**config.mk**
```make
export PLATFORM = sky130hd
export DESIGN_NAME = oc_channel
export DESIGN_NICKNAME = d
export VERILOG_FILES = /design/src/oc_channel.v
export VERILOG_INCLUDE_DIRS = /design/src /design/src/src
export SDC_FILE = /design/constraint.sdc
export NUM_CORES = 1
export LEC_CHECK = 0
export BUFFER_PORTS_ARGS = -buffer_cell sky130_fd_sc_hd__buf_2
export CAP_MARGIN = 20
export CORE_AREA = 2 2 193 195
export CTS_BUF_LIST = sky130_fd_sc_hd__clkbuf_4 sky130_fd_sc_hd__clkbuf_8 sky130_fd_sc_hd__clkbuf_16
export CTS_CLUSTER_DIAMETER = 200
export DETAILED_ROUTE_END_ITERATION = 8
export DIE_AREA = 0 0 195 197
export PLACE_DENSITY_LB_ADDON = 0.05
export SETUP_SLACK_MARGIN = 0.2
export SLEW_MARGIN = 20
export SYNTH_ARGS = -nofsm -noshare
export SYNTH_HDL_FRONTEND = slang
export SYNTH_SLANG_ARGS = --single-unit
```
**constraint.sdc**
```tcl
create_clock -name REF_CLK -period 12.5 [get_ports REF_CLK]
set_clock_uncertainty 0.15 [all_clocks]
set_input_delay 0 -clock REF_CLK [delete_from_list [all_inputs] [get_ports REF_CLK]]
set_output_delay 0 -clock REF_CLK [all_outputs]
set_load 0.005 [all_outputs]
```
**src/oc_channel_defines.vh**
```
// Constants for the timer compare channel: register map, field positions,
// channel modes and reset values.
// Assumes a 32-bit APB slave with byte addresses on PADDR.
`ifndef OC_CHANNEL_DEFINES_VH
`define OC_CHANNEL_DEFINES_VH

// ============================================================
// Register byte offsets
`define OFS_CTRL      8'h00
`define OFS_COMPARE   8'h04
`define OFS_RELOAD    8'h08
`define OFS_COUNT     8'h0C
`define OFS_STATUS    8'h10
`define OFS_EVENT     8'h14

// ============================================================
// Control register fields
`define CT_MODE_LO    0
`define CT_MODE_HI    2
`define CT_PRELOAD    3
`define CT_FAST       4
`define CT_CLREN      5
`define CT_IRQEN      6
`define CT_CAS_LO     7
`define CT_CAS_HI     8
`define CT_DIR        9
`define CT_ONEP       10
`define CT_ARPE       11
`define CT_CNTEN      12
`define CT_POL        13
`define CT_OEN        14

// Status and event fields
`define ST_FLAG       0
`define ST_HOLD       1
`define ST_REF        2
`define EV_UPDATE     0
`define EV_TRIGGER    1

// ============================================================
// Channel modes
`define MD_FROZEN     3'h0
`define MD_SET        3'h1
`define MD_CLEAR      3'h2
`define MD_TOGGLE     3'h3
`define MD_FORCE_LO   3'h4
`define MD_FORCE_HI   3'h5
`define MD_PWM1       3'h6
`define MD_PWM2       3'h7

// Center-align select codes
`define CAS_EDGE      2'h0
`define CAS_DOWN      2'h1
`define CAS_UP        2'h2

// Reset values
`define RST_CTRL      15'h0000
`define RST_RELOAD    16'hFFFF

`endif

```
**src/oc_channel.v**
```verilog
// Timer compare channel with its own counter base and APB register slave.
// Assumes one 200 MHz clock REF_CLK, synchronous active-low RSTN, and
// trigger pins from outside the clock domain.
//
// Operation
// RQ1: Mode 101 forces the reference high; pin shows inverse of polarity.
// RQ2: Mode 100 forces the reference low.
// RQ3: Forced modes still compare and set the match flag.
// RQ4: On match, mode 000 keeps, 001 sets, 010 clears, 011 toggles.
// RQ5: Match sets the flag; interrupt raised when enable bit set.
// RQ6: Preload clear: compare write immediate; set: load on update.
// RQ7: Modes 110 and 111 are PWM 1 and 2; duty compare, period reload.
// RQ8: Preload values reach shadows only on update; software generates one first.
// RQ9: Nonzero center select enables center PWM; 01 down, 10 up, 11 both.
// RQ10: Hardware owns direction in center mode; software leaves it alone.
// RQ11: Center mode count write of 0 or reload sets direction, no update.
// RQ12: Edge mode counts up when direction is 0, down when 1.
// RQ13: Up PWM1 high while count below compare; compare 0 gives constant low.
// RQ14: Down PWM1 low while count above compare; high if compare beyond reload.
// RQ15: Down counting, compare falling from reload-or-more to 0 gives no event.
// RQ16: Single pulse mode stops the counter at the update event.
// RQ17: Single pulse uses compare or PWM mode; delay compare, width reload minus.
// RQ18: Fast enable: trigger edge drives match level at once, PWM only.
// RQ19: Clear enable: high filtered trigger holds reference low until update. The code leaves forced modes 100 and 101 alone.
// RQ20: Software sets up the external trigger path before using clear.
// RQ21: PWM with preload needs both preload enable bits set.
// RQ22: Counter, direction and update feed the channel; reference goes to output.
//
// Added by the designer: the register offsets and the APB register port.
`include "oc_channel_defines.vh"
`timescale 1ns/10ps
`default_nettype none

module oc_channel #(
    parameter W = 16
) (
    // Clock and reset
    input  wire        REF_CLK,
    input  wire        RSTN,
    // APB slave
    input  wire        PSEL,
    input  wire        PENABLE,
    input  wire        PWRITE,
    input  wire [7:0]  PADDR,
    input  wire [31:0] PWDATA,
    output reg  [31:0] PRDATA,
    output reg         PREADY,
    output reg         PSLVERR,
    // Trigger pins
    input  wire        TRIG_IN,
    input  wire        EXT_TRIG_IN,
    // Channel outputs
    output reg         REF_WAVE,
    output reg         CHAN_OUT,
    output reg         CHAN_OUT_EN,
    output reg         MATCH_IRQ
);

    // ============================================================
    // Declarations
    reg  [14:0]  ctrl_reg;
    reg  [W-1:0] ccr_pre_reg;
    reg  [W-1:0] ccr_sh_reg;
    reg  [W-1:0] arr_pre_reg;
    reg  [W-1:0] arr_sh_reg;
    reg  [W-1:0] cnt_reg;
    reg  [W-1:0] cnt_next;
    reg          dir_reg;
    reg          dir_next;
    reg          run_reg;
    reg          run_next;
    reg          flag_reg;
    reg          hold_reg;
    reg          ge_reg;
    reg          ref_reg;
    reg          ref_next;
    reg          update_event;
    reg  [1:0]   trig_sync_reg;
    reg          trig_last_reg;
    reg  [1:0]   etr_sync_reg;
    reg  [31:0]  rdata;
    reg          hit;

    wire [2:0] mode   = ctrl_reg[`CT_MODE_HI:`CT_MODE_LO];
    wire [1:0] cas    = ctrl_reg[`CT_CAS_HI:`CT_CAS_LO];
    wire       center = (cas != `CAS_EDGE);
    wire       pwm    = (mode == `MD_PWM1) || (mode == `MD_PWM2);
    wire       forced = (mode == `MD_FORCE_LO) || (mode == `MD_FORCE_HI);

    // ============================================================
    // Bus decode: the access completes at the edge where PREADY is seen
    wire acc  = PSEL && PENABLE && PREADY;
    wire wr   = acc && PWRITE;
    wire w_ct = wr && (PADDR == `OFS_CTRL);
    wire w_cc = wr && (PADDR == `OFS_COMPARE);
    wire w_ar = wr && (PADDR == `OFS_RELOAD);
    wire w_cn = wr && (PADDR == `OFS_COUNT);
    wire w_st = wr && (PADDR == `OFS_STATUS);
    wire w_ev = wr && (PADDR == `OFS_EVENT);
    wire sw_upd  = w_ev && PWDATA[`EV_UPDATE];
    wire sw_trig = w_ev && PWDATA[`EV_TRIGGER];
    wire [W-1:0] wval = PWDATA[W-1:0];

    // Trigger edge from the pin or from software
    wire trig_edge = (trig_sync_reg[1] && !trig_last_reg) || sw_trig;
    wire etr_high  = etr_sync_reg[1];

    // ============================================================
    // PWM level for mode 1 or 2 at a given count; used for the running
    // waveform and for the level that fast enable jumps to.
    function pwm_level;
        input [2:0]   md;
        input         down;
        input [W-1:0] cnt;
        input [W-1:0] ccr;
        reg           lvl;
        begin
            if (down)
                lvl = !(cnt > ccr); // RQ14
            else
                lvl = (cnt < ccr);  // RQ13
            pwm_level = (md == `MD_PWM2) ? !lvl : lvl; // RQ7
        end
    endfunction

    // ============================================================
    // Pin synchronisers; first stage is read only by the second
    always @(posedge REF_CLK)
    begin
        if (!RSTN)
        begin
            trig_sync_reg <= 2'h0;
            trig_last_reg <= 1'b0;
            etr_sync_reg  <= 2'h0;
        end
        else
        begin
            trig_sync_reg <= {trig_sync_reg[0], TRIG_IN};
            trig_last_reg <= trig_sync_reg[1];
            etr_sync_reg  <= {etr_sync_reg[0], EXT_TRIG_IN};
        end
    end

    // ============================================================
    // Counter base: next count, direction, run state and update event
    always @*
    begin
        cnt_next = cnt_reg;
        dir_next = dir_reg;
        run_next = run_reg;
        update_event      = 1'b0;
        if (run_reg)
        begin
            if (center)
            begin
                // Direction turns at the ends, owned by hardware
                if (!dir_reg && cnt_reg >= arr_sh_reg) // RQ10
                begin
                    dir_next = 1'b1;
                    cnt_next = arr_sh_reg - {{(W-1){1'b0}}, 1'b1};
                    update_event      = 1'b1;
                end
                else if (dir_reg && cnt_reg == {W{1'b0}})
                begin
                    dir_next = 1'b0;
                    cnt_next = {{(W-1){1'b0}}, 1'b1};
                    update_event      = 1'b1;
                end
                else if (dir_reg)
                    cnt_next = cnt_reg - {{(W-1){1'b0}}, 1'b1};
                else
                    cnt_next = cnt_reg + {{(W-1){1'b0}}, 1'b1};
            end
            else if (!dir_reg) // RQ12
            begin
                update_event      = (cnt_reg >= arr_sh_reg);
                cnt_next = update_event ? {W{1'b0}} : cnt_reg + {{(W-1){1'b0}}, 1'b1};
            end
            else
            begin
                update_event      = (cnt_reg == {W{1'b0}});
                cnt_next = update_event ? arr_sh_reg : cnt_reg - {{(W-1){1'b0}}, 1'b1};
            end
            if (update_event && ctrl_reg[`CT_ONEP])
                run_next = 1'b0; // RQ16
        end
        // Software count write overrides counting, no update event
        if (w_cn)
        begin
            cnt_next = wval;
            if (center && wval == {W{1'b0}})
                dir_next = 1'b0; // RQ11
            else if (center && wval == arr_sh_reg)
                dir_next = 1'b1; // RQ11
        end
        if (w_ct && PWDATA[`CT_CAS_HI:`CT_CAS_LO] == `CAS_EDGE)
            dir_next = PWDATA[`CT_DIR]; // RQ12
        // Software update restarts the count and loads the shadows
        if (sw_upd)
        begin
            update_event      = 1'b1; // RQ8
            cnt_next = (!center && dir_next) ? arr_pre_reg : {W{1'b0}};
        end
        if (w_ct)
            run_next = PWDATA[`CT_CNTEN];
        if (trig_edge)
            run_next = 1'b1;
    end

    // ============================================================
    // Compare match qualified by counting direction in center mode
    always @*
    begin
        hit = run_reg && (cnt_reg == ccr_sh_reg);
        if (cas == `CAS_DOWN && !dir_reg)
            hit = 1'b0; // RQ9
        if (cas == `CAS_UP && dir_reg)
            hit = 1'b0; // RQ9
        // A compare that dropped from reload-or-above to 0 makes no event while counting down
        if (dir_reg && ge_reg && ccr_sh_reg == {W{1'b0}})
            hit = 1'b0; // RQ15
    end

    // ============================================================
    // Reference waveform next value
    always @*
    begin
        ref_next = ref_reg;
        case (mode)
            `MD_FROZEN:   ref_next = ref_reg; // RQ4
            `MD_SET:      ref_next = hit ? 1'b1 : ref_reg; // RQ4
            `MD_CLEAR:    ref_next = hit ? 1'b0 : ref_reg; // RQ4
            `MD_TOGGLE:   ref_next = hit ? !ref_reg : ref_reg; // RQ4
            `MD_FORCE_LO: ref_next = 1'b0; // RQ2
            `MD_FORCE_HI: ref_next = 1'b1; // RQ1
            `MD_PWM1,
            `MD_PWM2:     ref_next = pwm_level(mode, dir_next, cnt_next, ccr_sh_reg); // RQ7
            default:      ref_next = ref_reg;
        endcase
        // Fast enable jumps to the up-counting after-match level on the trigger edge
        if (pwm && ctrl_reg[`CT_FAST] && trig_edge)
            ref_next = pwm_level(mode, 1'b0, ccr_sh_reg, ccr_sh_reg); // RQ18
        // External clear wins over every non-forced mode
        if (!forced && (hold_reg || (ctrl_reg[`CT_CLREN] && etr_high)))
            ref_next = 1'b0; // RQ19
    end

    // ============================================================
    // Counter, shadows and control state
    always @(posedge REF_CLK)
    begin
        if (!RSTN)
        begin
            ctrl_reg    <= `RST_CTRL;
            ccr_pre_reg <= {W{1'b0}};
            ccr_sh_reg  <= {W{1'b0}};
            arr_pre_reg <= `RST_RELOAD;
            arr_sh_reg  <= `RST_RELOAD;
            cnt_reg     <= {W{1'b0}};
            dir_reg     <= 1'b0;
            run_reg     <= 1'b0;
            ge_reg      <= 1'b0;
        end
        else
        begin
            cnt_reg <= cnt_next; // RQ22
            dir_reg <= dir_next; // RQ22
            run_reg <= run_next;
            if (w_ct)
                ctrl_reg <= {PWDATA[`CT_OEN:`CT_CNTEN], ctrl_reg[`CT_ARPE:`CT_CNTEN-3],
                             PWDATA[`CT_DIR-1:0]} & 15'h7DFF | {5'h00, dir_next, 9'h000};
            else
                ctrl_reg <= {ctrl_reg[`CT_OEN:`CT_DIR+1], dir_next, ctrl_reg[`CT_DIR-1:0]};
            if (w_ct)
                ctrl_reg[`CT_ARPE:`CT_ONEP] <= PWDATA[`CT_ARPE:`CT_ONEP];
            if (w_cc)
                ccr_pre_reg <= wval;
            if (w_ar)
                arr_pre_reg <= wval;
            // Compare shadow: immediate without preload, else on update
            if (w_cc && !ctrl_reg[`CT_PRELOAD])
                ccr_sh_reg <= wval; // RQ6
            else if (update_event)
                ccr_sh_reg <= ccr_pre_reg; // RQ8
            if (w_ar && !ctrl_reg[`CT_ARPE])
                arr_sh_reg <= wval;
            else if (update_event)
                arr_sh_reg <= arr_pre_reg; // RQ8
            // Remember whether the old compare reached the reload value
            if (update_event)
                ge_reg <= (ccr_sh_reg >= arr_sh_reg); // RQ15
        end
    end

    // ============================================================
    // Match flag, clear hold, reference and pin outputs
    always @(posedge REF_CLK)
    begin
        if (!RSTN)
        begin
            flag_reg    <= 1'b0;
            hold_reg    <= 1'b0;
            ref_reg     <= 1'b0;
            REF_WAVE    <= 1'b0;
            CHAN_OUT    <= 1'b0;
            CHAN_OUT_EN <= 1'b0;
            MATCH_IRQ   <= 1'b0;
        end
        else
        begin
            // Set wins over a software clear in the same cycle
            if (hit)
                flag_reg <= 1'b1; // RQ3 RQ5
            else if (w_st && PWDATA[`ST_FLAG])
                flag_reg <= 1'b0;
            // Hold ends on update, but a still-high trigger keeps it
            if (ctrl_reg[`CT_CLREN] && etr_high && !forced)
                hold_reg <= 1'b1; // RQ19
            else if (update_event || !ctrl_reg[`CT_CLREN])
                hold_reg <= 1'b0; // RQ19
            ref_reg     <= ref_next;
            REF_WAVE    <= ref_next; // RQ22
            CHAN_OUT    <= ctrl_reg[`CT_OEN] & (ref_next ^ ctrl_reg[`CT_POL]); // RQ1
            CHAN_OUT_EN <= ctrl_reg[`CT_OEN];
            MATCH_IRQ   <= (flag_reg || hit) && ctrl_reg[`CT_IRQEN]; // RQ5
        end
    end

    // ============================================================
    // Read mux; unmapped addresses read zero and answer with an error
    always @*
    begin
        rdata = 32'h0000_0000;
        case (PADDR)
            `OFS_CTRL:    rdata = {17'h00000, ctrl_reg};
            `OFS_COMPARE: rdata = {{(32-W){1'b0}}, ccr_pre_reg};
            `OFS_RELOAD:  rdata = {{(32-W){1'b0}}, arr_pre_reg};
            `OFS_COUNT:   rdata = {{(32-W){1'b0}}, cnt_reg};
            `OFS_STATUS:  rdata = {29'h0000_0000, ref_reg, hold_reg, flag_reg};
            `OFS_EVENT:   rdata = 32'h0000_0000;
            default:      rdata = 32'h0000_0000;
        endcase
    end

    // ============================================================
    // APB answer: one wait state, so PREADY comes from a flip-flop
    always @(posedge REF_CLK)
    begin
        if (!RSTN)
        begin
            PREADY  <= 1'b0;
            PRDATA  <= 32'h0000_0000;
            PSLVERR <= 1'b0;
        end
        else
        begin
            PREADY  <= PSEL && PENABLE && !PREADY;
            PRDATA  <= (PSEL && PENABLE && !PREADY && !PWRITE) ? rdata : 32'h0000_0000;
            PSLVERR <= PSEL && PENABLE && !PREADY && (PADDR > `OFS_EVENT || PADDR[1:0] != 2'h0);
        end
    end

endmodule // oc_channel

`default_nettype wire

```
* After elaboration in Yosys (flattened, before gate mapping)
Cells that the tools add are included.
** Storage, ports and cells
- Input bits :: 47
- Bits in registers :: 143
- Output and inout bits :: 38
- Logic and storage cells :: 176
** Operators by class
- Eq/ne operators :: 16
- $add $sub $neg :: 3
- Bitwise logic cells :: 3
- $lt $le $gt $ge :: 6
- Reductions and logical operators :: 70
- Muxes and demuxes :: 55
** Operators by type and width (count)
- $mux 16 :: 15
- $pmux 16 s5 :: 1
- $logic_not 16->1 :: 3
- $logic_and 1x1->1 :: 36
- $mux 1 :: 36
- $eq 16x16->1 :: 2
- $ge 16x16->1 :: 2
- $lt 16x16->1 :: 2
- $sub 16x1->16 const B :: 2
- $add 16x1->16 const B :: 1
- $eq 8x4->1 const B :: 2
- $eq 8x5->1 const B :: 2
- $gt 16x16->1 :: 1
- $or 15x10->15 :: 1
- $logic_not 1->1 :: 13
- $eq 3x3->1 const B :: 4
- $mux 12 :: 1
- $reduce_bool 2->1 :: 6
- $eq 8x3->1 const B :: 1
- $gt 8x5->1 const B :: 1
- $logic_not 8->1 :: 1
- $logic_or 1x1->1 :: 7
- $pmux 1 s7 :: 1
- $eq 3x2->1 const B :: 2
- 10 further kinds :: 10

* Longest topological paths before layout
- Depth in word-level cells :: 24
- Depth in mapped cells :: 22
- Depth with buffers taken out :: 19

* Worst setup path after synthesis
No wires, ideal clock.
- Kind :: reg2reg
- Start point :: reg arr_sh_reg[7]
- End point :: reg CHAN_OUT
- Cell stages (with the launch flop) :: 21
- Library setup time :: 0.116 ns
- Clock period less this slack :: 4.622 ns
- Arrival time :: 4.356 ns
- Path slack :: 7.878 ns
- Buffers on the path :: 2
- Data required time :: 12.234 ns
- Path through :: dfxtp_1 -> clkbuf_1 -> inv_1 -> ha_1 -> a21oi_1 -> a211oi_1 -> a211oi_1 -> o311ai_2 -> nor4b_4 -> buf_4 -> nand2_1 -> o21ai_0 -> ha_1 -> and4_1 -> o21ai_0 -> o2111a_1 -> o22ai_1 -> o21ai_0 -> a22oi_1 -> a21oi_1 -> and3b_1
** Between the ends
- Cells in the longest elaborated chain, start to end :: 23
- Elaborated cells on any way between the ends :: 34
- Classes of those cells :: add/sub (1); order compare (3); eq/ne (1); mux (22); bitwise (2); reduce/logical (5)
** RTL lines
- start, declared :: line oc_channel.v:65 : reg [W-1:0] arr_sh_reg;
- start signal, assigned :: line oc_channel.v:258 : arr_sh_reg <= `RST_RELOAD;
- start signal, assigned :: line oc_channel.v:286 : arr_sh_reg <= wval;
- start signal, assigned :: line oc_channel.v:288 : arr_sh_reg <= arr_pre_reg;
- $ge 16x16->1 :: line oc_channel.v:157, oc_channel.v:176
- $logic_and 1x1->1 :: line oc_channel.v:157 : if (!dir_reg && cnt_reg >= arr_sh_reg)
- $mux 1 :: line oc_channel.v:157
- $mux 1 :: line oc_channel.v:154 : if (center)
- $mux 1 :: line oc_channel.v:152 : if (run_reg)
- $mux 1 :: line oc_channel.v:193 : else if (center && wval == arr_sh_reg)
- $mux 1 :: line oc_channel.v:191 : if (center && wval == {W{1'b0}})
- $mux 1 :: line oc_channel.v:188 : if (w_cn)
- [4 not listed]
- via cnt_next[5] :: line oc_channel.v:67 : reg [W-1:0] cnt_next;
- [3 not listed]
- $mux 1 * :: line oc_channel.v:229 : case (mode)
- $logic_not 1->1 :: line oc_channel.v:122 : pwm_level = (md == `MD_PWM2) ? !lvl : lvl;
- $mux 1 * :: line oc_channel.v:122
- $pmux 1 s7 * :: line oc_channel.v:229
- $mux 1 * :: line oc_channel.v:241 : if (pwm && ctrl_reg[`CT_FAST] && trig_edge)
- $mux 1 * :: line oc_channel.v:244 : if (!forced && (hold_reg || (ctrl_reg[`CT_CLREN] && etr_high)))
- $xor 1x1->1 * :: line oc_channel.v:323 : CHAN_OUT <= ctrl_reg[`CT_OEN] & (ref_next ^ ctrl_reg[`CT_POL]);
- $and 1x1->1 * :: line oc_channel.v:323
- end signal, assigned :: line oc_channel.v:323
- end, declared :: line oc_channel.v:54 : output reg CHAN_OUT,
Mark *: on every way through the listed nets, which the timed path passes. The rest lies on a longest branch. The select of a mux whose other input is x is not followed.
A chain may end at the register's enable or synchronous reset.

* Worst setup path in the final report
- Start point :: reg cnt_reg[0]
- End point :: reg CHAN_OUT
** Between the ends
- Cells in the longest elaborated chain, start to end :: 24
- Elaborated cells on any way between the ends :: 46
- Classes of those cells :: add/sub (2); order compare (3); eq/ne (1); mux (31); bitwise (2); reduce/logical (7)
** RTL lines
- start, declared :: line oc_channel.v:66 : reg [W-1:0] cnt_reg;
- start signal, assigned :: line oc_channel.v:259 : cnt_reg <= {W{1'b0}};
- start signal, assigned :: line oc_channel.v:266 : cnt_reg <= cnt_next;
- branches (longest 12 deep; another with $ge 16x16->1)
- $mux 16 * :: line oc_channel.v:199 : if (sw_upd)
- via cnt_next[2] :: line oc_channel.v:67
- $gt 16x16->1 :: line oc_channel.v:119 : lvl = !(cnt > ccr);
- $logic_not 1->1 :: line oc_channel.v:119
- $mux 1 * :: line oc_channel.v:118 : if (down)
- $mux 1 * :: line oc_channel.v:229
- $logic_not 1->1 :: line oc_channel.v:122
- $mux 1 * :: line oc_channel.v:122
- $pmux 1 s7 * :: line oc_channel.v:229
- $mux 1 * :: line oc_channel.v:241
- $mux 1 * :: line oc_channel.v:244
- $xor 1x1->1 * :: line oc_channel.v:323
- $and 1x1->1 * :: line oc_channel.v:323
Mark *: on every way through the listed nets, which the timed path passes. The select of a mux whose other input is x is not followed.

==> impl_summary.log <==
[metrics] result of the run: finished with violations
[metrics] violations in the final reports: hold timing
[metrics] H-tree levels: 4
[metrics] final critical-path setup slack: 6.37 ns
[metrics] standard-cell rows: 70
[metrics] # setup viols final: 0
[metrics] quantity of gates resized following cts: 0
[metrics] total instance count after detailed placement: 1592
[metrics] XOR/XNOR Fraction of Synth Area: 6.07%
[metrics] later-pin clock latency in the skew report: 0.43 ns
[metrics] YS warnings: 0
[metrics] async set-or-reset flop fraction in the synthesized netlist: 0%
[metrics] Mapped Cells: 1144
[metrics] total wire length after detailed routing: 40100 um
[metrics] Die Footprint: between 30000 and 40000 sq um
[metrics] Worst slew margin: ~30%
[metrics] worst hold margin: -0.00137 ns
[metrics] max-cap viol count: 0
[metrics] fraction of final layout cells sized beyond drive strength 1: approximately an eighth
[metrics] Register-to-Register Setup Slack: 6.37 ns
[metrics] worst-path maximum fanout: 17
[metrics] sequential area share after synthesis: between 20% and 30%
[metrics] Max Clk Rate: 163 MHz
[metrics] fraction of synthesized area in multiplexers: under 10%
[metrics] die span in y: ~200 um
[metrics] antenna viol nets, final: 0
[metrics] netlist area before placement: roughly 9000 sq um
[metrics] cell count of the worst reg-to-reg path: 19
[metrics] hold_sp: RSTN
[metrics] cell leakage power: 4.33 nW
[metrics] synthesis-to-layout area growth: 16.8%
[metrics] pin count of the biggest net entering global routing: 51
[metrics] Post-synth top flop: dfxtp_1
[metrics] class of the tightest hold or removal check: in2reg
[metrics] Avg Synthesized Cell Area: 7.82 sq um
[metrics] type of origin of the critical path: flip-flop
[metrics] synthesized-area fraction occupied by ao, oa, aoi and oai cells: 18.8%
[metrics] die outline width: 195 um
[metrics] worst setup path endpoint: CHAN_OUT$_SDFF_PN0_
[metrics] non-filler cells, final: 1654
[metrics] Seq cells post-synth: 126
[metrics] initial antenna violation count: 0
[metrics] element type at the critical path end: flip-flop
[metrics] total negative slack: 0 ns
[metrics] worst vdd rail ir drop: 0.0916 mV
[metrics] synthesized-area fraction occupied by adder cells: 7.55%
[metrics] Vias/cell: 5.22
[metrics] initial core utilization: 24.7%
[metrics] count of final max-slew check failures: 0
[metrics] number of buffers created by CTS: 17
[metrics] GRT Overall Usage: 21.0%
[metrics] IO buf count: 52
[metrics] power density over cell area: 103 nW/um^2
[metrics] vias in the first global route: 8364
[metrics] unrepaired setup endpoints after global routing: no
[metrics] first-pass iteration count of the detailed router: 5
[metrics] vias after detailed routing: 8633
[metrics] Period minus WS final: around 6.1 ns
[metrics] placeable core region: 36300 sq um
[metrics] post-synthesis share of cell area spent on and, or, nand and nor gates: 24.7%
[metrics] pin slew with the least headroom to its limit: about 1.0 ns
[metrics] Crit Reg-Reg Startpoint: cnt_reg[0]$_SDFF_PN0_
[metrics] Setup CP Type: reg2reg
[metrics] detail-routed net length per standard cell: 24.2 um
[metrics] launching instance or port of the critical path: cnt_reg[0]$_SDFF_PN0_
[metrics] detailed placement HPWL: around 29000 um
[metrics] Crit path arrival time: 6.30 ns
[metrics] Post-route DRC: 0
[metrics] maximum number of buffers from clock root to sink: 2
[metrics] gpl congestion: 0.788
[metrics] number of nets in the layout: between 1000 and 1500
[metrics] grt total ovfl: 0
[metrics] share of the clock period used by the worst path after layout: 49.1%
[metrics] clock-pin slew on the worst setup and hold paths: 0.06 ns
[metrics] number of inserted diodes: 0
[metrics] number of library cell types mapped by synthesis: 83
[metrics] CTS tree: done
[metrics] initial DRC count: 672
[metrics] number of clock sinks: 126
[metrics] endpoint of the worst register-to-register path: CHAN_OUT$_SDFF_PN0_
[metrics] Req. time, crit path: 12.67 ns
[metrics] I/O pin cnt: 85
[metrics] global-route wire length before repair: ~59000 um
[metrics] combinational family with the most area after synthesis: simple AND/OR/NAND/NOR gates
[metrics] number of flops mapped to enable cells by yosys: 0
[metrics] Final Power: 1.07 mW
[metrics] clock root cell: clkbuf_16
[metrics] final hold violations: 1
[metrics] Placement Setup Slack: 6.47 ns
## per-stage QoR
stage	area, sq um	util [%]
CTS	10500	28.8
detailed placement	9540	26.3
finish	10500	28.8
global route	10500	28.8
global placement	9540	26.3
floorplan	9000	-
## critical path, cell delays in order (launching register included)
cell,delay (ns)
dfxtp_1,0.70
inv_1,0.28
ha_1,0.34
nand2b_1,0.09
a211oi_1,0.07
o21ai_1,0.52
a211oi_1,0.26
o311ai_2,0.66
nor4b_4,0.95
a22o_1,0.27
or2_1,0.12
ha_1,0.12
and4_1,0.21
o21ai_0,0.09
o2111a_1,0.15
o22ai_1,0.25
o21ai_0,0.15
a22oi_1,0.33
nand3_1,0.11
and3b_1,0.19
## cell usage in the layout (no fill, tap or decap), drive strengths merged, types with 5 or more instances in the layout
cell type and n:
xor2 17, nand4 30, a21oi 92, clkbuf 21
buf 77, dfxtp 126, a21o 18, mux2 6
nand2b 7, nand2 172, or2 6, mux4 16
and2 22, or4 5, nor2 55, conb 16
a211oi 13, nand3 51, ha 54, nor4 21
and4 7, o211ai 7, nor2b 6, inv 49
mux2i 18, xnor2 45, and3 6, a22o 6
o311ai 6, a22oi 6, o21ai 48, dlygate4sd3 30
a31oi 24, nor3 28
## what timing repair did
item / 4_1_cts / 5_1_grt
hold buffers: 30 / 0
setup buffers: 0 / 0
endpoints found under the hold margin: 98 / 0
## synth_stat cells, drive strengths merged (6+ instances only)
cell    count  share of area (%)
o211ai      7               0.64
or2         6               0.42
a22o        6               0.59
nand2b      7               0.57
a21oi      92                5.1
nor2b       6               0.42
mux2        6               0.76
nand4      30                2.1
nor4       21                1.6
xnor2      45                4.4
xor2       17                1.7
mux2i      18                2.0
clkbuf     79                3.3
nor2       55                2.4
ha         54                7.6
o311ai      6               0.67
nor3       28                1.7
a211oi     13                1.1
a22oi       6               0.50
nand2     172                7.2
buf        33                2.5
dfxtp     126                 28
and2       22                1.6
a31oi      24                1.7
nand3      51                2.9
and3        6               0.42
inv        49                2.1
o21ai      48                2.7
a21o       18                1.5
mux4       16                4.0
and4        7               0.69
## power by group
group	switching (mW)	leakage (nW)	internal, mW	total, mW
sequential	0.00812	1.02	0.405	0.413
clock	0.198	0.292	0.327	0.525
combinational	0.0841	3.02	0.0503	0.134
## worst min-delay path by stage
stage                                             end  slack (ns)  cells past startpoint
final                     arr_pre_reg[3]$_SDFFE_PN1P_      -0.001                      3
after global routing      arr_pre_reg[3]$_SDFFE_PN1P_        0.03                      3
after CTS                 arr_pre_reg[1]$_SDFFE_PN1P_        0.02                      3
after floorplan            etr_sync_reg[0]$_SDFF_PN0_       -0.02                      1
after detailed placement   etr_sync_reg[0]$_SDFF_PN0_        0.06                      2
after global placement     etr_sync_reg[0]$_SDFF_PN0_        0.06                      2
## final cells by class
type,instances,area [sq um]
repair buffers,107,748
inverters,49,184
multi-input cells,872,5800
flip-flops and latches,126,2520
clock buffers,21,468
well taps,468,586
clock inverters,11,140
fillers,3980,25800
## kinds of logic after synthesis
kind of cell               after synthesis
other                                    1
DFF                                    126
muxes                                   40
and+or+nand+nor                        437
AOI/OAI and AO/OA                      263
adders and majority gates               54
buffers and inverters                  161
xor gates and xnor gates                62
## metal layers
metal	wire length, um	vias up	GRT usage [%]
li1	-	4137	-
met1	20200	4242	30.9
met2	17900	225	32.8
met3	1500	29	2.12
met4	526	0	4.83
met5	0	-	0
Note: power is estimated with default switching activity, not from simulation.
